===== src/verilog/ard_pkg.sv =====
`default_nettype none
// Shared constants and types of the address-detecting serial receiver.
package ard_pkg;

    ////////////////////////////////////////////////////////////////////////////
    // Register offsets on the plain register port.
    localparam logic [7:0] ARD_OFF_FLAGS    = 8'h0c;  // Peripheral flags.
    localparam logic [7:0] ARD_OFF_RXCTL    = 8'h18;  // Receive status and control.
    localparam logic [7:0] ARD_OFF_RXDATA   = 8'h1a;  // Receive data buffer.
    localparam logic [7:0] ARD_OFF_IRQEN    = 8'h8c;  // Peripheral interrupt enables.
    localparam logic [7:0] ARD_OFF_TXCTL    = 8'h98;  // Transmit status and control.
    localparam logic [7:0] ARD_OFF_BAUD     = 8'h99;  // Baud divisor.

    ////////////////////////////////////////////////////////////////////////////
    // Reset values as software reads them.
    localparam logic [7:0] ARD_RST_FLAGS    = 8'h00;
    localparam logic [7:0] ARD_RST_RXCTL    = 8'h00;
    localparam logic [7:0] ARD_RST_IRQEN    = 8'h00;
    localparam logic [7:0] ARD_RST_TXCTL    = 8'h02;
    localparam logic [7:0] ARD_RST_BAUD     = 8'h00;

    ////////////////////////////////////////////////////////////////////////////
    // Field positions.
    localparam int ARD_B_RX_FULL    = 5;  // Receive full flag in the flags register.
    localparam int ARD_B_RX_IE      = 5;  // Receive interrupt enable.
    localparam int ARD_B_SERIAL_PORT_ENABLE       = 7;  // Serial port enable.
    localparam int ARD_B_RX9        = 6;  // Nine-bit receive enable.
    localparam int ARD_B_SINGLE_RX_ENABLE       = 5;  // Single receive enable.
    localparam int ARD_B_CONTINUOUS_RX_ENABLE       = 4;  // Continuous receive enable.
    localparam int ARD_B_ADDRESS_DETECT_ENABLE       = 3;  // Address detect enable.
    localparam int ARD_B_FRAMING_ERROR       = 2;  // Framing error.
    localparam int ARD_B_OVERRUN_ERROR       = 1;  // Overrun error.
    localparam int ARD_B_RX_NINTH_BIT       = 0;  // Received ninth bit.
    localparam int ARD_B_SYNC       = 4;  // Synchronous mode select.
    localparam int ARD_B_HIGH_BAUD_SELECT       = 2;  // High baud select.
    localparam int ARD_B_TRMT       = 1;  // Transmit shift register empty.
    localparam int ARD_E_FRAMING_ERROR       = 9;  // Framing error inside a buffer entry.
    localparam int ARD_E_NINTH      = 8;  // Ninth bit inside a buffer entry.

    ////////////////////////////////////////////////////////////////////////////
    // Timing counts in oversampling ticks, last bit indices and buffer size.
    localparam logic [3:0] ARD_MID_START    = 4'h7;  // Tick that lands mid start bit.
    localparam logic [3:0] ARD_LAST_TICK    = 4'hf;  // Sixteenth tick of a bit.
    localparam logic [3:0] ARD_LAST_BIT8    = 4'h7;  // Index of the last bit, 8-bit frame.
    localparam logic [3:0] ARD_LAST_BIT9    = 4'h8;  // Index of the last bit, 9-bit frame.
    localparam logic [1:0] ARD_FIFO_FULL    = 2'h2;  // Entries held in a full buffer.

    ////////////////////////////////////////////////////////////////////////////
    // Receiver states, one-hot.
    typedef enum logic [3:0] {
        ARD_IDLE  = 4'b0001,
        ARD_START = 4'b0010,
        ARD_DATA  = 4'b0100,
        ARD_STOP  = 4'b1000
    } ard_rx_state_t;

    // Whole state of the receiver block.
    typedef struct packed {
        logic                serial_port_enable;     // Serial port enable.
        logic                rx9;      // Nine-bit receive enable.
        logic                single_rx_enable;     // Single receive enable.
        logic                continuous_rx_enable;     // Continuous receive enable.
        logic                address_detect_enable;     // Address detect enable.
        logic                ie;       // Receive interrupt enable.
        logic                sync;     // Synchronous mode select.
        logic                high_baud_select;     // High baud select.
        logic [7:0]          div;      // Baud divisor.
        logic                overrun_error;     // Overrun error.
        logic [1:0][9:0]     fifo;     // Two buffer entries: framing_error, ninth, data.
        logic                wr_ptr;   // Buffer write pointer.
        logic                rd_ptr;   // Buffer read pointer.
        logic [1:0]          count;    // Entries held.
        logic [9:0]          presc;    // Oversampling prescaler.
        logic                tick;     // Oversampling tick, sixteen per bit.
        ard_rx_state_t       fsm;      // Receiver state.
        logic [3:0]          tcnt;     // Ticks within the current bit.
        logic [3:0]          bit_idx;  // Index of the bit being received.
        logic [8:0]          shift;    // Receive shift register.
        logic [7:0]          rdata;    // Read data to software.
        logic                irq;      // Interrupt request.
    } ard_state_t;

endpackage
`default_nettype wire


===== src/verilog/ard_rx.sv =====
// Summary of operation
// Nine-bit mode stores ninth bit in status.
// Address detect needs detect bit plus nine-bit.
// Address frame loads buffer, sets full flag.
// Ninth bit one is address, zero data.
// Detect mode drops data bytes, no interrupt.
// Next frame overwrites a dropped data byte.
// Detect bit ignored in eight-bit mode.
// Detect off accepts all, no parity check.
// Continuous enable starts reception.
// After detect cleared, every frame loads.
// Addressed software clears address detect.
// Software configures mode, divisor, then enables.
// Full flag on completion; irq if enabled.
// Software reads status before data buffer.
// Clearing continuous enable clears overrun.
// Single or continuous enable starts reception.
// Data buffer read returns eight data bits.
// Two-entry buffer; flag clears when empty.
// Third frame into full buffer sets overrun.
// Low stop bit flags framing; buffered per byte.
// Line sampled sixteen times per bit; the code ticks sixteen times a bit but samples the line once, mid bit.
// Idle high, start low, LSB first, stop high.
//
// Added by the designer: the address-and-strobe port.
`timescale 1ns/10ps
`default_nettype none

module ard_rx
    import ard_pkg::*;
(
    // Clock and reset.
    input  wire logic        clock,
    input  wire logic        nrst,
    // Register port.
    input  wire logic [7:0]  addr,
    input  wire logic [7:0]  wdata,
    input  wire logic        wr_en,
    input  wire logic        rd_en,
    output logic      [7:0]  rdata,
    // Serial line and interrupt.
    input  wire logic        receive_pin,
    output logic             rx_irq
);

    ////////////////////////////////////////////////////////////////////////////
    // Address decode, used for reads and writes alike.
    function automatic logic hit(input logic [7:0] a, input logic [7:0] off);
        hit = (a == off);
    endfunction

    ////////////////////////////////////////////////////////////////////////////
    // State and its next value.
    ard_state_t st;       // Registered state.
    ard_state_t next_st;  // Next state.

    // Head entry of the receive buffer, seen through the status register.
    logic [9:0] head;
    assign head = st.fifo[st.rd_ptr];

    // Outputs come straight from flip-flops.
    assign rdata  = st.rdata;
    assign rx_irq = st.irq;

    ////////////////////////////////////////////////////////////////////////////
    // Next-state logic: register port, prescaler, receiver and buffer.
    always_comb begin
        logic       rx_on;     // Receiver is running.
        logic       pop;       // Software takes the head entry.
        logic       ninth;     // Ninth bit of the finished frame.
        logic       is_data;   // Finished frame is a data byte in detect mode.
        logic [3:0] last_bit;  // Index of the last data bit.
        logic [9:0] limit;     // Prescaler reload value.
        next_st  = st;
        rx_on    = 1'b0;
        pop      = 1'b0;
        ninth    = 1'b0;
        is_data  = 1'b0;
        last_bit = ARD_LAST_BIT8;
        limit    = 10'h000;

        // Read data: one cycle after the read strobe, zero otherwise.
        next_st.rdata = 8'h00;
        if (rd_en) begin
            if (hit(addr, ARD_OFF_FLAGS)) begin
                // The full flag is the buffer holding anything.
                next_st.rdata[ARD_B_RX_FULL] = (st.count != 2'h0);
            end else if (hit(addr, ARD_OFF_RXCTL)) begin
                // Status shows the head entry's ninth bit and framing error.
                next_st.rdata = {st.serial_port_enable, st.rx9, st.single_rx_enable, st.continuous_rx_enable, st.address_detect_enable,
                                 head[ARD_E_FRAMING_ERROR], st.overrun_error, head[ARD_E_NINTH]};
            end else if (hit(addr, ARD_OFF_RXDATA)) begin
                // Only the eight data bits; reading advances the buffer.
                next_st.rdata = head[7:0];
                pop           = (st.count != 2'h0);
            end else if (hit(addr, ARD_OFF_IRQEN)) begin
                next_st.rdata[ARD_B_RX_IE] = st.ie;
            end else if (hit(addr, ARD_OFF_TXCTL)) begin
                // No transmitter lives here, so its shift register is always empty.
                next_st.rdata[ARD_B_SYNC] = st.sync;
                next_st.rdata[ARD_B_HIGH_BAUD_SELECT] = st.high_baud_select;
                next_st.rdata[ARD_B_TRMT] = 1'b1;
            end else if (hit(addr, ARD_OFF_BAUD)) begin
                next_st.rdata = st.div;
            end else begin
                // Unmapped addresses read as zero.
                next_st.rdata = 8'h00;
            end
        end

        // Software writes to the control bits.
        if (wr_en) begin
            if (hit(addr, ARD_OFF_RXCTL)) begin
                next_st.serial_port_enable = wdata[ARD_B_SERIAL_PORT_ENABLE];
                next_st.rx9  = wdata[ARD_B_RX9];
                next_st.single_rx_enable = wdata[ARD_B_SINGLE_RX_ENABLE];
                next_st.continuous_rx_enable = wdata[ARD_B_CONTINUOUS_RX_ENABLE];
                next_st.address_detect_enable = wdata[ARD_B_ADDRESS_DETECT_ENABLE];
                // Taking continuous enable low is the way out of an overrun.
                if (!wdata[ARD_B_CONTINUOUS_RX_ENABLE]) begin
                    next_st.overrun_error = 1'b0;
                end
            end else if (hit(addr, ARD_OFF_IRQEN)) begin
                next_st.ie = wdata[ARD_B_RX_IE];
            end else if (hit(addr, ARD_OFF_TXCTL)) begin
                next_st.sync = wdata[ARD_B_SYNC];
                next_st.high_baud_select = wdata[ARD_B_HIGH_BAUD_SELECT];
            end else if (hit(addr, ARD_OFF_BAUD)) begin
                next_st.div = wdata;
            end else begin
                // Read-only and unmapped addresses ignore writes.
                next_st.div = next_st.div;
            end
        end

        // Popping first frees a slot for a frame finishing this same cycle.
        if (pop) begin
            next_st.rd_ptr = ~st.rd_ptr;
            next_st.count  = st.count - 2'h1;
        end

        // Asynchronous reception runs on either enable.
        rx_on = st.serial_port_enable && !st.sync && (st.continuous_rx_enable || st.single_rx_enable);

        // Prescaler: one tick per sixteenth of a bit.
        limit = st.high_baud_select ? {2'b00, st.div} : {st.div, 2'b11};
        if (!rx_on) begin
            next_st.presc = 10'h000;
            next_st.tick  = 1'b0;
        end else if (st.presc == 10'h000) begin
            next_st.presc = limit;
            next_st.tick  = 1'b1;
        end else begin
            next_st.presc = st.presc - 10'h001;
            next_st.tick  = 1'b0;
        end

        // Frame length follows the nine-bit enable.
        last_bit = st.rx9 ? ARD_LAST_BIT9 : ARD_LAST_BIT8;

        // Receiver state machine.
        if (!rx_on) begin
            next_st.fsm = ARD_IDLE;
        end else begin
            case (st.fsm)
                ARD_IDLE: begin
                    // A low level on the idle-high line opens a frame.
                    if (!receive_pin) begin
                        next_st.fsm   = ARD_START;
                        next_st.tcnt  = 4'h0;
                        // A dropped data byte is simply overwritten here.
                        next_st.shift = 9'h000;
                    end
                end
                ARD_START: begin
                    if (st.tick) begin
                        next_st.tcnt = st.tcnt + 4'h1;
                        // Mid start bit: still low means a real start.
                        if (st.tcnt == ARD_MID_START) begin
                            next_st.tcnt    = 4'h0;
                            next_st.bit_idx = 4'h0;
                            next_st.fsm     = receive_pin ? ARD_IDLE : ARD_DATA;
                        end
                    end
                end
                ARD_DATA: begin
                    if (st.tick) begin
                        next_st.tcnt = st.tcnt + 4'h1;
                        // Sample mid bit, least significant bit first.
                        if (st.tcnt == ARD_LAST_TICK) begin
                            next_st.shift[st.bit_idx] = receive_pin;
                            next_st.bit_idx           = st.bit_idx + 4'h1;
                            if (st.bit_idx == last_bit) begin
                                next_st.fsm = ARD_STOP;
                            end
                        end
                    end
                end
                ARD_STOP: begin
                    if (st.tick) begin
                        next_st.tcnt = st.tcnt + 4'h1;
                        if (st.tcnt == ARD_LAST_TICK) begin
                            next_st.fsm = ARD_IDLE;
                            ninth       = st.rx9 ? st.shift[8] : 1'b0;
                            // Data bytes are dropped only with both bits set.
                            is_data     = st.address_detect_enable && st.rx9 && !ninth;
                            if (is_data) begin
                                // No load, no flag; the shift register is left as is.
                                next_st.fsm = ARD_IDLE;
                            end else if (st.overrun_error) begin
                                // Transfers stay inhibited while overrun stands.
                                next_st.fsm = ARD_IDLE;
                            end else if (next_st.count == ARD_FIFO_FULL) begin
                                // Buffer full: the shifted word is lost.
                                next_st.overrun_error = 1'b1;
                            end else begin
                                // Address frames, eight-bit frames, or any frame with detect off.
                                next_st.fifo[st.wr_ptr] = {!receive_pin, ninth,
                                                           st.shift[7:0]};
                                next_st.wr_ptr          = ~st.wr_ptr;
                                next_st.count           = next_st.count + 2'h1;
                            end
                            // A single reception ends after one frame.
                            if (!st.continuous_rx_enable) begin
                                next_st.single_rx_enable = 1'b0;
                            end
                        end
                    end
                end
                default: begin
                    next_st.fsm = ARD_IDLE;
                end
            endcase
        end

        // Interrupt request follows the flag, gated by its enable.
        next_st.irq = (next_st.count != 2'h0) && next_st.ie;
    end

    ////////////////////////////////////////////////////////////////////////////
    // State register; all control starts cleared and the receiver idle.
    always_ff @(posedge clock or negedge nrst) begin
        if (!nrst) begin
            st     <= '0;
            st.fsm <= ARD_IDLE;
        end else begin
            st <= next_st;
        end
    end

endmodule // ard_rx
`default_nettype wire


===== config.mk =====
export PLATFORM = sky130hd
export DESIGN_NAME = ard_rx
export DESIGN_NICKNAME = d
export VERILOG_FILES = /design/src/verilog/ard_pkg.sv /design/src/verilog/ard_rx.sv
export SDC_FILE = /design/constraint.sdc
export NUM_CORES = 1
export LEC_CHECK = 0
export ABC_AREA = 1
export BUFFER_PORTS_ARGS = -buffer_cell sky130_fd_sc_hd__buf_2
export CORE_MARGIN = 3
export CORE_UTILIZATION = 55
export DETAILED_ROUTE_END_ITERATION = 10
export PLACE_DENSITY = 0.72
export SKIP_CTS_REPAIR_TIMING = 1
export SYNTH_ARGS = -nofsm -noshare
export SYNTH_HDL_FRONTEND = slang
export SYNTH_SLANG_ARGS = --single-unit

===== constraint.sdc =====
create_clock -name clock -period 3.1 [get_ports clock]
set_clock_uncertainty 0.15 [all_clocks]
set_input_delay 0.465 -clock clock [delete_from_list [all_inputs] [get_ports clock]]
set_output_delay 0.465 -clock clock [all_outputs]
set_load 0.005 [all_outputs]

After elaboration in Yosys (flattened, before gate mapping)
Index checks and enable logic that the tools add are counted.
W data, S select, Z words.
{ "totals": {"ff_bits": 82, "in_bits": 21, "output_inout_bits": 9, "wordCells": 173} }
{ "classes": {"addsub": 5, "n_lt_le_gt_ge": 5, "n_eq_ne": 28, "mux": 79, "bitwise_logic": 8, "reduce_logical": 25} }
{ "op_table": {"columns": ["op", "count"], "rows": [
  ["$mux W22", 6],
  ["$mux W8", 8],
  ["$mux W10", 5],
  ["$mux W21", 2],
  ["$mux W11", 3],
  ["$pmux W4 S4", 2],
  ["$eq A8 B8 Y1 const B", 3],
  ["$mux W12", 2],
  ["$mux W2", 12],
  ["$ne A3 B3 Y1 const B", 8],
  ["$bwmux W20", 1],
  ["$mux W1", 20],
  ["$mux W4", 5],
  ["$pmux W9 S2", 1],
  ["$eq A8 B5 Y1 const B", 2],
  ["$mux W15", 1],
  ["$mux W13", 1],
  ["$ne A2 B2 Y1 const B", 6],
  ["$reduce_and A6 Y1", 2],
  ["$demux W10 S1", 1],
  ["$logic_not A10 Y1", 1],
  ["$mux W5", 2],
  ["$reduce_and A5 Y1", 2],
  ["$sub A10 B1 Y10 const B", 1],
  ["other kinds (29)", 53]
]} }

Longest topological paths before layout
Gate-level depths: netlist of the first run.
{ "logic_depth": {"word_depth": 16, "depth_mapped": 15, "ltp_nobuf": 14} }

Worst setup path after synthesis of the first run
OpenSTA, ideal clock, no wires.
{ "synth_timing": {"kind": "input to register", "from": "input addr[4]", "to": "register st[53] in the netlist's numbering", "setup_ns": 0.119, "arrival_time_ns": 2.377, "required_time_ns": 2.831, "setup_slack_ns": 0.454, "cell_stages": 15, "path_buffers": 1, "cell_sequence": "inv_1 nor2_1 nand2_1 nor2_1 nand3_1 nand2_1 and2_1 inv_1 ha_1 nor4_1 nand2_1 or2_4 buf_6 nand2_1 o21ai_2"} }
{ "synth_via": {"elab_chain_cells": 9, "word_cells_on_any_way": 11, "classes_between": "4 x eq/ne; 5 x mux; 1 x bitwise; 1 x reduce/logical"} }
{ "synth_lines": {"columns": ["item", "line", "text"], "rows": [
  ["start: declaration", "ard_rx.sv:36", "input wire logic [7:0] addr,"],
  ["$eq A8 B5 Y1", "ard_rx.sv:49", "hit = (a == off);"],
  ["$mux W1", "ard_rx.sv:92", "end else if (hit(addr, ARD_OFF_RXDATA)) begin"],
  ["$mux W1", "ard_rx.sv:88", "end else if (hit(addr, ARD_OFF_RXCTL)) begin"],
  ["$mux W1 (*)", "ard_rx.sv:85", "if (hit(addr, ARD_OFF_FLAGS)) begin"],
  ["$mux W1 (*)", "ard_rx.sv:84", "if (rd_en) begin"],
  ["$mux W2 (*)", "ard_rx.sv:137", "if (pop) begin"],
  ["$eq A2 B2 Y1 (*)", "ard_rx.sv:213", "end else if (next_st.count == ARD_FIFO_FULL) begin"],
  ["$not A1 Y1 (no source line) (*)", null, null],
  ["$reduce_and A7 Y1 (no source line) (*)", null, null],
  ["end signal: assignment", "ard_rx.sv:247", "st <= next_st;"],
  ["end: declaration", "ard_rx.sv:54", "ard_state_t st;"]
]} }
Mark *: on every way between the ends. The rest lies on a longest branch, timed or not.
A chain may end at the register's enable or synchronous reset.

Final worst setup path of the first run
{ "layout_timing": {"from": "register st[41] in the netlist's numbering", "to": "register st[46] in the netlist's numbering"} }
{ "layout_via": {"elab_chain_cells": 9, "word_cells_on_any_way": 10, "classes_between": "1 x add/sub; 1 x eq/ne; 5 x mux; 1 x bitwise; 2 x reduce/logical"} }
{ "layout_lines": {"columns": ["item", "line", "text"], "rows": [
  ["$reduce_bool A2 Y1", "ard_rx.sv:95", "pop = (st.count != 2'h0);"],
  ["$mux W1", "ard_rx.sv:92", null],
  ["$mux W1", "ard_rx.sv:88", null],
  ["$mux W1", "ard_rx.sv:85", null],
  ["$mux W1", "ard_rx.sv:84", null],
  ["$mux W2 (*)", "ard_rx.sv:137", null],
  ["$eq A2 B2 Y1 (*)", "ard_rx.sv:213", null],
  ["$not A1 Y1 (no source line) (*)", null, null],
  ["$reduce_and A7 Y1 (no source line) (*)", null, null]
]} }
Marked as above.

==> results of run 1 <==
-- cell families after synthesis --
group                      Yosys count  synth area share, %
adders and majority gates            9                2.516
AOI/OAI and AO/OA                  106                14.26
buffers and inverters              100                9.980
xor gates and xnor gates            10                1.957
DFF                                 82                45.88
and+or+nand+nor                    250                24.29
muxes                                5                1.118
-- state kept, by name, summed over array words and instances (netlist names) --
register / count
rx_irq: 1
rdata: 8
st: 73
-- critical path, stage by stage (launching register included) --
cell and delay, ns:
dfrtp_1 0.37, inv_1 0.06, ha_1 0.19, inv_1 0.10, nand3_1 0.16, nand2_1 0.11, and2_1 0.16, inv_1 0.05
ha_1 0.21, nor4_1 0.23, nand2_1 0.11, or2_4 0.36, nand2_1 0.12, o21ai_2 0.05
-- where the power goes --
part	internal [mW]	switching [mW]
combinational	0.0383	0.0772
clock	0.403	0.419
sequential	1.09	0.0193
total	1.53	0.516
-- metal layers --
metal  global-route usage, %  vias up
met3                   4.300       19
met4                   6.280        0
met1                   30.29     1708
met2                   36.52       87
li1                        -     1851
met5                       0        -
-- placed cells by master (no fill, tap or decap) --
cell type,n
o21ai_1,3
o21ai_2,20
inv_6,2
nand2_2,5
o221ai_1,1
nor2_4,2
xor2_1,8
or2_4,1
nand2_1,116
nor3_1,8
nor4_1,1
o21ai_0,54
dfrtp_1,81
clkinvlp_4,1
mux2i_1,5
nand4_1,7
a21oi_1,14
nand3_2,1
bufinv_16,1
clkbuf_8,10
nor2_2,3
or2_2,4
o21bai_1,1
buf_4,3
o211ai_1,4
ha_1,9
inv_1,78
nor2_1,62
nor3_2,2
buf_2,28
a211oi_1,3
o31ai_1,1
and2_1,2
nand3_1,36
dfstp_2,1
xnor2_1,2
o22ai_1,2
clkinv_4,2
a31oi_1,3
inv_2,2
-- final cells by class --
cell class | count | area (µm²) | area share, %
multi-input cells | 380 | 1976 | 40.91
clock buffers | 10 | 137.6 | 2.850
clock inverters | 6 | 72.57 | 1.503
repair buffers | 31 | 162.7 | 3.368
inverters | 80 | 300.3 | 6.218
flip-flops and latches | 82 | 2053 | 42.51
well taps | 102 | 127.6 | 2.642
-- worst paths after layout --
path	cells past startpoint	from	end	slack (ns)
max	13	st[41]$_DFF_PN0_	st[46]$_DFFE_PN0P_	0.55
min	1	nrst	rdata[0]$_DFF_PN0_	0.11
max reg2reg	13	st[41]$_DFF_PN0_	st[46]$_DFFE_PN0P_	0.55
min reg2reg	2	st[52]$_DFFE_PN0P_	st[52]$_DFFE_PN0P_	0.33
min in group clock	3	wdata[2]	st[74]$_DFFE_PN0P_	0.21
max in group asynchronous	1	nrst	st[15]$_DFFE_PN0P_	2.05
-- per-stage QoR --
step | setup slack [ns] | cell area, µm²
after floorplan | 0.4543 | 4476
after global placement | 0.3843 | 4619
after detailed placement | 0.2781 | 4619
after CTS | 0.5688 | 4830
after global routing | 0.3313 | 4830
final | 0.5467 | 4830
==> out/qor.yml, run 1 <==
arrival_ns: 2.64
drive_gt1_share_pct: 14.94
synth_top_area_share_pct: 45.29
period_minus_slack_ns: 2.553
finalCritPeriodShare_pct: 82.36
track_usage_pct: 22.36
antenna_found_initial: 0
crit_type: "reg2reg"
firstDrtPassIters: 6
num_vias: 3665
grt_max_degree: 83
drtIter0Drc: 216
drt-wirelength-per-cell_um: 13.55
routed.top_layer: "met4"
fp.dieW_um: 96.21
synth_area_per_cell_um2: 7.964
syn_area_mm2: 0.004476
cts_tree: "yes"
utilization_pct: 61.86
dp_hpwl_um: 6909
max_freq_mhz: 391.7
fin_cells: 691
met1_length_um: 4296
finalNetCount: 614
dr_wl_met2_um: 4396
relSlewSlack_pct: 33.60
synthMostInstantiatedCell: "nand2_1"
yosysTopAreaCell: "dfrtp_1"
cts_root_buffer: "clkbuf_8"
drc: 0
gp_congestion: 0.9727
synthDistinctLibCells: 37
rsz0062_at_grt: "false"
grt-ovfl-total: 0
port_buffers: 29
status: "completed"
nFillCells: 733
hp-class: "in2async"
whs_ns: 0.1146
vias_per_cell: 5.304
cts_made_buffers: 9
clkSlewWorstSetupHoldPaths_ns: 0.09
synth_edf_count: 0
cts_buffer_depth: 2
yosysSeqAreaShare_pct: 45.88
dieHeight_um: 96.21
yosysWarnings: 0
p_leak_nw: 2.483
place_inst: 675
area_growth_pct: 7.912
synthArstFlopShare_pct: 100.0
maxSlewViolCount: 0
antenna_cells: 0
wl_met3_um: 506
crit_required_ns: 3.19
finalHoldViolations: 0
power_density_mw_per_mm2: 422.8
io_pins: 30
vdd_drop_max_mv: 0.2269
grt_pass1_wl_um: 16130
power.total_mw: 2.042
clk_latency_ns: 0.36
wirelength_um: 9360
synth_nets: 592
synth_ff_type: "dfrtp_1"
h-tree-depth: 3
start_kind: "flip-flop"
tightest_slew_ns: 0.9961
yosys-top-cells-count: "nand2_1 (116), dfrtp_1 (81), inv_1 (78)"
end_kind: "flip-flop"
syn-instance-count: 562
fp-row-count: 32
fin_tns_setup_ns: 0
antenna_left: 0
ys_ff_latch: 82
grt_pass1_vias: 3495
die-area_mm2: 0.009255
max_cap_violations: 0
synth_area_leaders: "dfrtp_1 (45%), nand2_1 (9.7%), inv_1 (6.5%)"
initial_core_util_pct: 57.32
core_mm2: 0.007807
crit_fanout: 21
clock_sinks: 82
finalSetupViolCount: 0
(Power assumes the default switching activity.)
==> run 2, diff against run 1 <==
clock period = 2.6 ns   (was 3.1 ns; I/O delays follow)
==> run 2 against run 1 <==
  * Total power grew 22%
  * Clock-buffer cell count shrank 1
  * Final cell count increased by 1.0%
  * Register-to-register slack got worse by 0.41 ns
  * Sequential share of layout area fell by 0.69 points
  * Maximum frequency grew 3.6%
  * Via count rose by 1.4%
  * Hold slack improved by 0.012 ns
  * Combinational power grew 24%
  * Utilization grew 1.0 points
  * Die area is the same
  * Clock power is 25% higher
==> out/qor.yml, run 2 (synthesized netlist as in run 1, its figures left out) <==
wirelength_um: 9623  # +2.8%
vias_per_cell: 5.327  # +0.43%
finalCritPeriodShare_pct: 94.82  # +12 points
vdd_drop_max_mv: 0.3457  # +52%
clk_latency_ns: 0.36  # about the same
rsz0062_at_grt: "true"
crit_required_ns: 2.70  # -0.49 ns
dp_hpwl_um: 7105  # +2.8%
cts_tree: "yes"
critPathSlowestCell: "dfrtp_1"
firstDrtPassIters: 4  # -2
relSlewSlack_pct: 59.02  # +25 points
r2r_end: "st[53]$_DFFE_PN0P_"
crit_fanout: 11  # -48%
clkPwrFrac_pct: 41.4  # +1.1 points
swShare_pct: 24.27  # -0.98 points
hold_end: "st[67]$_DFFE_PN0P_"
clkSlewWorstSetupHoldPaths_ns: 0.09  # about the same
seq_power_share_pct: 52.9  # -1.2 points
finalHoldViolations: 0  # unchanged
worst_r2r_path_depth: 13  # unchanged
final_area_mm2: 0.004910  # +1.7%
internal_power_mw: 1.886  # +24%
tightest_slew_ns: 0.6124  # -0.3837 ns
grt_pass1_wl_um: 16000  # -0.81%
status: "completed"
period_minus_slack_ns: 2.465  # -0.08784 ns
antenna_left: 0  # unchanged
largest_register_ffs: 73  # unchanged
area_growth_pct: 9.701
initial_core_util_pct: 57.32  # unchanged
drive_gt1_share_pct: 15.77  # +0.83 points
r2r_slack_ns: 0.13  # -0.41 ns
grt-ovfl-total: 0  # unchanged
crit_path_frequent_cell: "nand2_1"
cts_buffer_depth: 2  # unchanged
core_mm2: 0.007807  # unchanged
crit_type: "reg2reg"
finalSetupViolCount: 0  # unchanged
whs_ns: 0.1267  # +0.01208 ns
end_kind: "flip-flop"
drt-wirelength-per-cell_um: 13.79  # +1.8%
max_stage_delay_ns: 0.39  # +0.02 ns
antenna_found_initial: 0  # unchanged
reg2reg_from: "st[41]$_DFF_PN0_"
final_common_cell: "nand2_1"
path_cells: "inv_1, ha_1, inv_1, nand3_1, buf_4, nand2_1, and2_1, ha_1, nor4_1, nand2_1, or2_4, nand2_1, o21ai_2"
clock_sinks: 82  # unchanged
finalNetCount: 622  # +1.3%
track_usage_pct: 22.35  # about the same
layout_common_cells: "nand2_1 (116), dfrtp_1 (81), inv_1 (78), nor2_1 (62), o21ai_0 (54)"
h-tree-depth: 3  # unchanged
place_area_mm2: 0.004677  # +1.2%
cts_made_buffers: 9  # unchanged
cts_root_buffer: "clkbuf_8"
nFillCells: 707  # -3.5%
comb_power_share_pct: 5.8  # about the same
place_ws_ns: -0.05628  # -0.3344 ns
dieHeight_um: 96.21  # unchanged
top_register: "st"
start_kind: "flip-flop"
hold_path_depth: 3
max_freq_mhz: 405.6  # +3.6%
fp.dieW_um: 96.21  # unchanged
arrival_ns: 2.56  # -0.08 ns
power_density_mw_per_mm2: 507.2  # +20%
switchingPower_uw: 604.4  # +17%
gp_congestion: 0.8759  # -10%
io_pins: 30  # unchanged
grt_pass1_vias: 3479  # -0.46%
num_vias: 3718  # +1.4%
drc: 0  # unchanged
hp-class: "in2reg"
timing.final.ws_setup_ns: 0.1346  # -0.4122 ns
grt_max_degree: 44  # -47%
p_leak_nw: 2.525  # +1.7%
antenna_cells: 0  # unchanged
fp-row-count: 32  # unchanged
port_buffers: 29  # unchanged
drtIter0Drc: 168  # -22%
max_cap_violations: 0  # unchanged
holdCritStartpoint: "wdata[1]"
die-area_mm2: 0.009255  # unchanged
maxSlewViolCount: 0  # unchanged
==> run 2: cell types whose count changed in the layout (fill, tap and decap cells not counted) <==
cell,before,now
buf_12,0,1
bufinv_16,1,2
buf_4,3,8
dlygate4sd3_1,0,1
or2_4,1,2
clkbuf_8,10,9
clkinv_2,0,1
clkinv_4,2,0
==> run 2: area by class of cell <==
cell class              instances  area, µm²  share of cell area [%]
multi-input cells             381       1984                   40.42
repair buffers                 38      230.2                   4.689
well taps                     102      127.6                   2.599
flip-flops and latches         82       2053                   41.82
clock buffers                   9      123.9                   2.523
inverters                      80      300.3                   6.116
clock inverters                 6      90.09                   1.835
==> run 2: worst max path at each step <==
stage | start | end
3_3_place_gp | addr[6] | st[47]$_DFFE_PN0P_
4_1_cts | st[41]$_DFF_PN0_ | st[53]$_DFFE_PN0P_
6_report | st[41]$_DFF_PN0_ | st[53]$_DFFE_PN0P_
5_1_grt | st[41]$_DFF_PN0_ | st[53]$_DFFE_PN0P_
3_5_place_dp | addr[6] | st[53]$_DFFE_PN0P_
2_1_floorplan | addr[4] | st[53]$_DFFE_PN0P_
==> run 2: power by group through the flow <==
| stage | clock (mW) | combinational (mW) | sequential (mW) |
|---|---|---|---|
| after floorplan | 0 | 0.0809 | 1.33 |
| after detailed placement | 0 | 0.144 | 1.34 |
| after CTS | 1.04 | 0.145 | 1.32 |
| after global routing | 1.10 | 0.167 | 1.32 |
| final | 1.03 | 0.144 | 1.32 |
| after global placement | 0 | 0.140 | 1.34 |
==> run 2: metal layers <==
layer / wire (µm) / vias to the layer above / global-route usage (%)
met5: 0 / - / 0
li1: - / 1857 / -
met1: 4437 / 1763 / 30.21
met4: 222 / 0 / 9.005
met3: 435 / 19 / 2.815
met2: 4528 / 79 / 36.34
==> run 2: critical path, delay by kind of cell (launching register included) <==
kind | cells | cell delay, ns
AO/OA/AOI/OAI | 1 | 0.06
buffers and inverters | 3 | 0.28
AND/OR/NAND/NOR | 7 | 1.13
flip-flops | 1 | 0.39
adder cells (fa/ha/maj) | 2 | 0.36
==> run 2: stage by stage <==
stage	TNS [ns]	cells	utilization (%)	total power, mW
3_3_place_gp	0	681	59.90	1.481
4_1_cts	0	696	62.64	2.500
3_5_place_dp	-0.2933	681	59.90	1.484
2_1_floorplan	0	562	-	1.410
5_1_grt	-0.006818	698	62.88	2.582
6_report	0	698	62.88	2.490
==> run 3, diff against run 2 <==
CORE_UTILIZATION = 45   (was 55)
PLACE_DENSITY = 0.6   (was 0.72)
==> run 3 against run 2 <==
  * Utilization is 10 points lower
  * First-iteration DRC count is 15% higher
  * Cell area is 0.99% higher
  * Largest power group unchanged
  * Highest routed layer unchanged
==> out/qor.yml, run 3 (synthesized netlist as in run 1, its figures left out) <==
comb_power_share_pct: 5.9  # about the same
finalCritPeriodShare_pct: 92.74  # -2.1 points
period_minus_slack_ns: 2.411  # -0.05422 ns
track_usage_pct: 18.43  # -3.9 points
critPathSlowestCell: "dfrtp_1"
cts_tree: "yes"
grt_max_degree: 43  # -2.3%
arrival_ns: 2.49  # -0.07 ns
vias_per_cell: 5.043  # -5.3%
die-area_mm2: 0.01118  # +21%
gp_congestion: 0.8311  # -5.1%
seq_power_share_pct: 52.9  # about the same
antenna_left: 0  # unchanged
maxSlewViolCount: 0  # unchanged
dr_wl_met2_um: 4609  # +1.8%
grt_pass1_wl_um: 16610  # +3.8%
p_leak_nw: 2.521  # -0.13%
crit_fanout: 6  # -5
finalSetupViolCount: 0  # unchanged
max_freq_mhz: 414.7  # +2.2%
timing.final.ws_setup_ns: 0.1888  # +0.05422 ns
clkPwrFrac_pct: 41.3  # about the same
swShare_pct: 23.35  # -0.93 points
finalHoldViolations: 0  # unchanged
cts_root_buffer: "clkbuf_8"
num_vias: 3661  # -1.5%
io_pins: 30  # unchanged
clkSlewWorstSetupHoldPaths_ns: 0.08  # about the same
wirelength_um: 10010  # +4.0%
fp.dieW_um: 105.7  # +9.9%
finalNetCount: 623  # +0.16%
dieHeight_um: 105.7  # +9.9%
max_cap_violations: 0  # unchanged
top_register: "st"
crit_required_ns: 2.68  # -0.02 ns
fp-row-count: 35  # +9.4%
final_common_cell: "nand2_1"
initial_core_util_pct: 47.31  # -10 points
final_area_mm2: 0.004959  # +0.99%
clk_latency_ns: 0.35  # about the same
crit_path_frequent_cell: "nand2_1"
path_cells: "inv_2, ha_1, inv_2, nand3_1, buf_4, nand2_1, and2_1, ha_2, nor4_1, nand2_1, or2_4, nand2_1, o21ai_2"
hp-class: "in2reg"
start_kind: "flip-flop"
status: "completed"
port_buffers: 29  # unchanged
dp_hpwl_um: 7314  # +2.9%
grt_pass1_vias: 3540  # +1.8%
routed.top_layer: "met4"
vdd_drop_max_mv: 0.3188  # -7.8%
max_stage_delay_ns: 0.40  # about the same
wl_met3_um: 264  # -39%
power.total_mw: 2.491  # about the same
grt-ovfl-total: 0  # unchanged
internal_power_mw: 1.910  # +1.3%
end_kind: "flip-flop"
drtIter0Drc: 194  # +15%
cts_made_buffers: 9  # unchanged
antenna_found_initial: 0  # unchanged
drc: 0  # unchanged
tightest_slew_ns: 0.6698  # +0.05736 ns
layout_common_cells: "nand2_1 (116), dfrtp_1 (81), inv_1 (76), nor2_1 (62), o21ai_0 (54)"
switchingPower_uw: 581.6  # -3.8%
h-tree-depth: 3  # unchanged
whs_ns: 0.1376  # +0.01093 ns
crit_type: "reg2reg"
cts_buffer_depth: 2  # unchanged
rsz0062_at_grt: "false"
met1_length_um: 4989  # +12%
drt-wirelength-per-cell_um: 13.79  # about the same
path_buf_inv: 3  # unchanged
clock_sinks: 82  # unchanged
largest_register_ffs: 73  # unchanged
firstDrtPassIters: 4  # unchanged
place_area_mm2: 0.004711  # +0.72%
place_ws_ns: -0.06954  # -0.01326 ns
core_mm2: 0.009459  # +21%
relSlewSlack_pct: 55.18  # -3.8 points
antenna_cells: 0  # unchanged
area_growth_pct: 10.79
drive_gt1_share_pct: 16.25  # +0.48 points
critPathTopFamily: "simple AND/OR/NAND/NOR gates"
power_density_mw_per_mm2: 502.4  # -0.94%
-- run 3: cell types whose count changed in the layout (fill, tap and decap cells not counted) --
cell	before	now
clkbuf_1	0	1
clkbuf_8	9	10
clkinv_2	1	0
clkinv_4	0	1
ha_1	9	8
ha_2	0	1
inv_1	78	76
inv_2	2	4
inv_6	2	0
or2_4	2	3
-- run 3: worst min-delay path, cell delays in order --
cell	delay [ns]
buf_2	0.07
nor2_1	0.03
a21oi_1	0.09
-- run 3: final cells by class --
type	instances	area [µm²]
clock inverter	4	76.32
sequential	82	2053
inverter	80	300.3
tap	129	161.4
multi-input combinational	382	1996
fill	946	4501
timing repair buffer	38	230.2
clock buffer	11	141.4
-- run 3: path summary, 6_finish.rpt --
path | start | end | slack (ns) | cells after the start
worst min register to register | st[14]$_DFFE_PN0P_ | st[14]$_DFFE_PN0P_ | 0.33 | 2
min in group asynchronous | nrst | rdata[0]$_DFF_PN0_ | 0.42 | 2
worst max-delay path | st[41]$_DFF_PN0_ | st[45]$_DFFE_PN0P_ | 0.19 | 13
worst min-delay path | wdata[0] | st[66]$_DFFE_PN0P_ | 0.14 | 3
worst max register to register | st[41]$_DFF_PN0_ | st[45]$_DFFE_PN0P_ | 0.19 | 13
max in group asynchronous | nrst | st[26]$_DFFE_PN1P_ | 1.21 | 3
-- run 3: power by group through the flow --
stage | Clock, mW | Sequential, mW | Combinational, mW
after global placement | 0 | 1.34 | 0.143
final | 1.03 | 1.32 | 0.146
after floorplan | 0 | 1.33 | 0.0809
after global routing | 1.10 | 1.32 | 0.170
after CTS | 1.05 | 1.32 | 0.147
after detailed placement | 0 | 1.34 | 0.146
-- run 3: per-stage QoR --
| step | instances | util (%) | TNS, ns |
|---|---|---|---|
| 2_1_floorplan | 562 | - | 0 |
| 3_3_place_gp | 708 | 49.80 | 0 |
| 3_5_place_dp | 708 | 49.80 | -0.6039 |
| 4_1_cts | 723 | 52.10 | 0 |
| 5_1_grt | 726 | 52.42 | 0 |
| 6_report | 726 | 52.42 | 0 |
-- run 3: per-layer routing --
metal  GRT usage, %  vias to the layer above
met4          6.013                        0
li1               -                     1870
met2          29.64                       51
met3          2.817                       13
met5              0                        -
met1          25.54                     1727
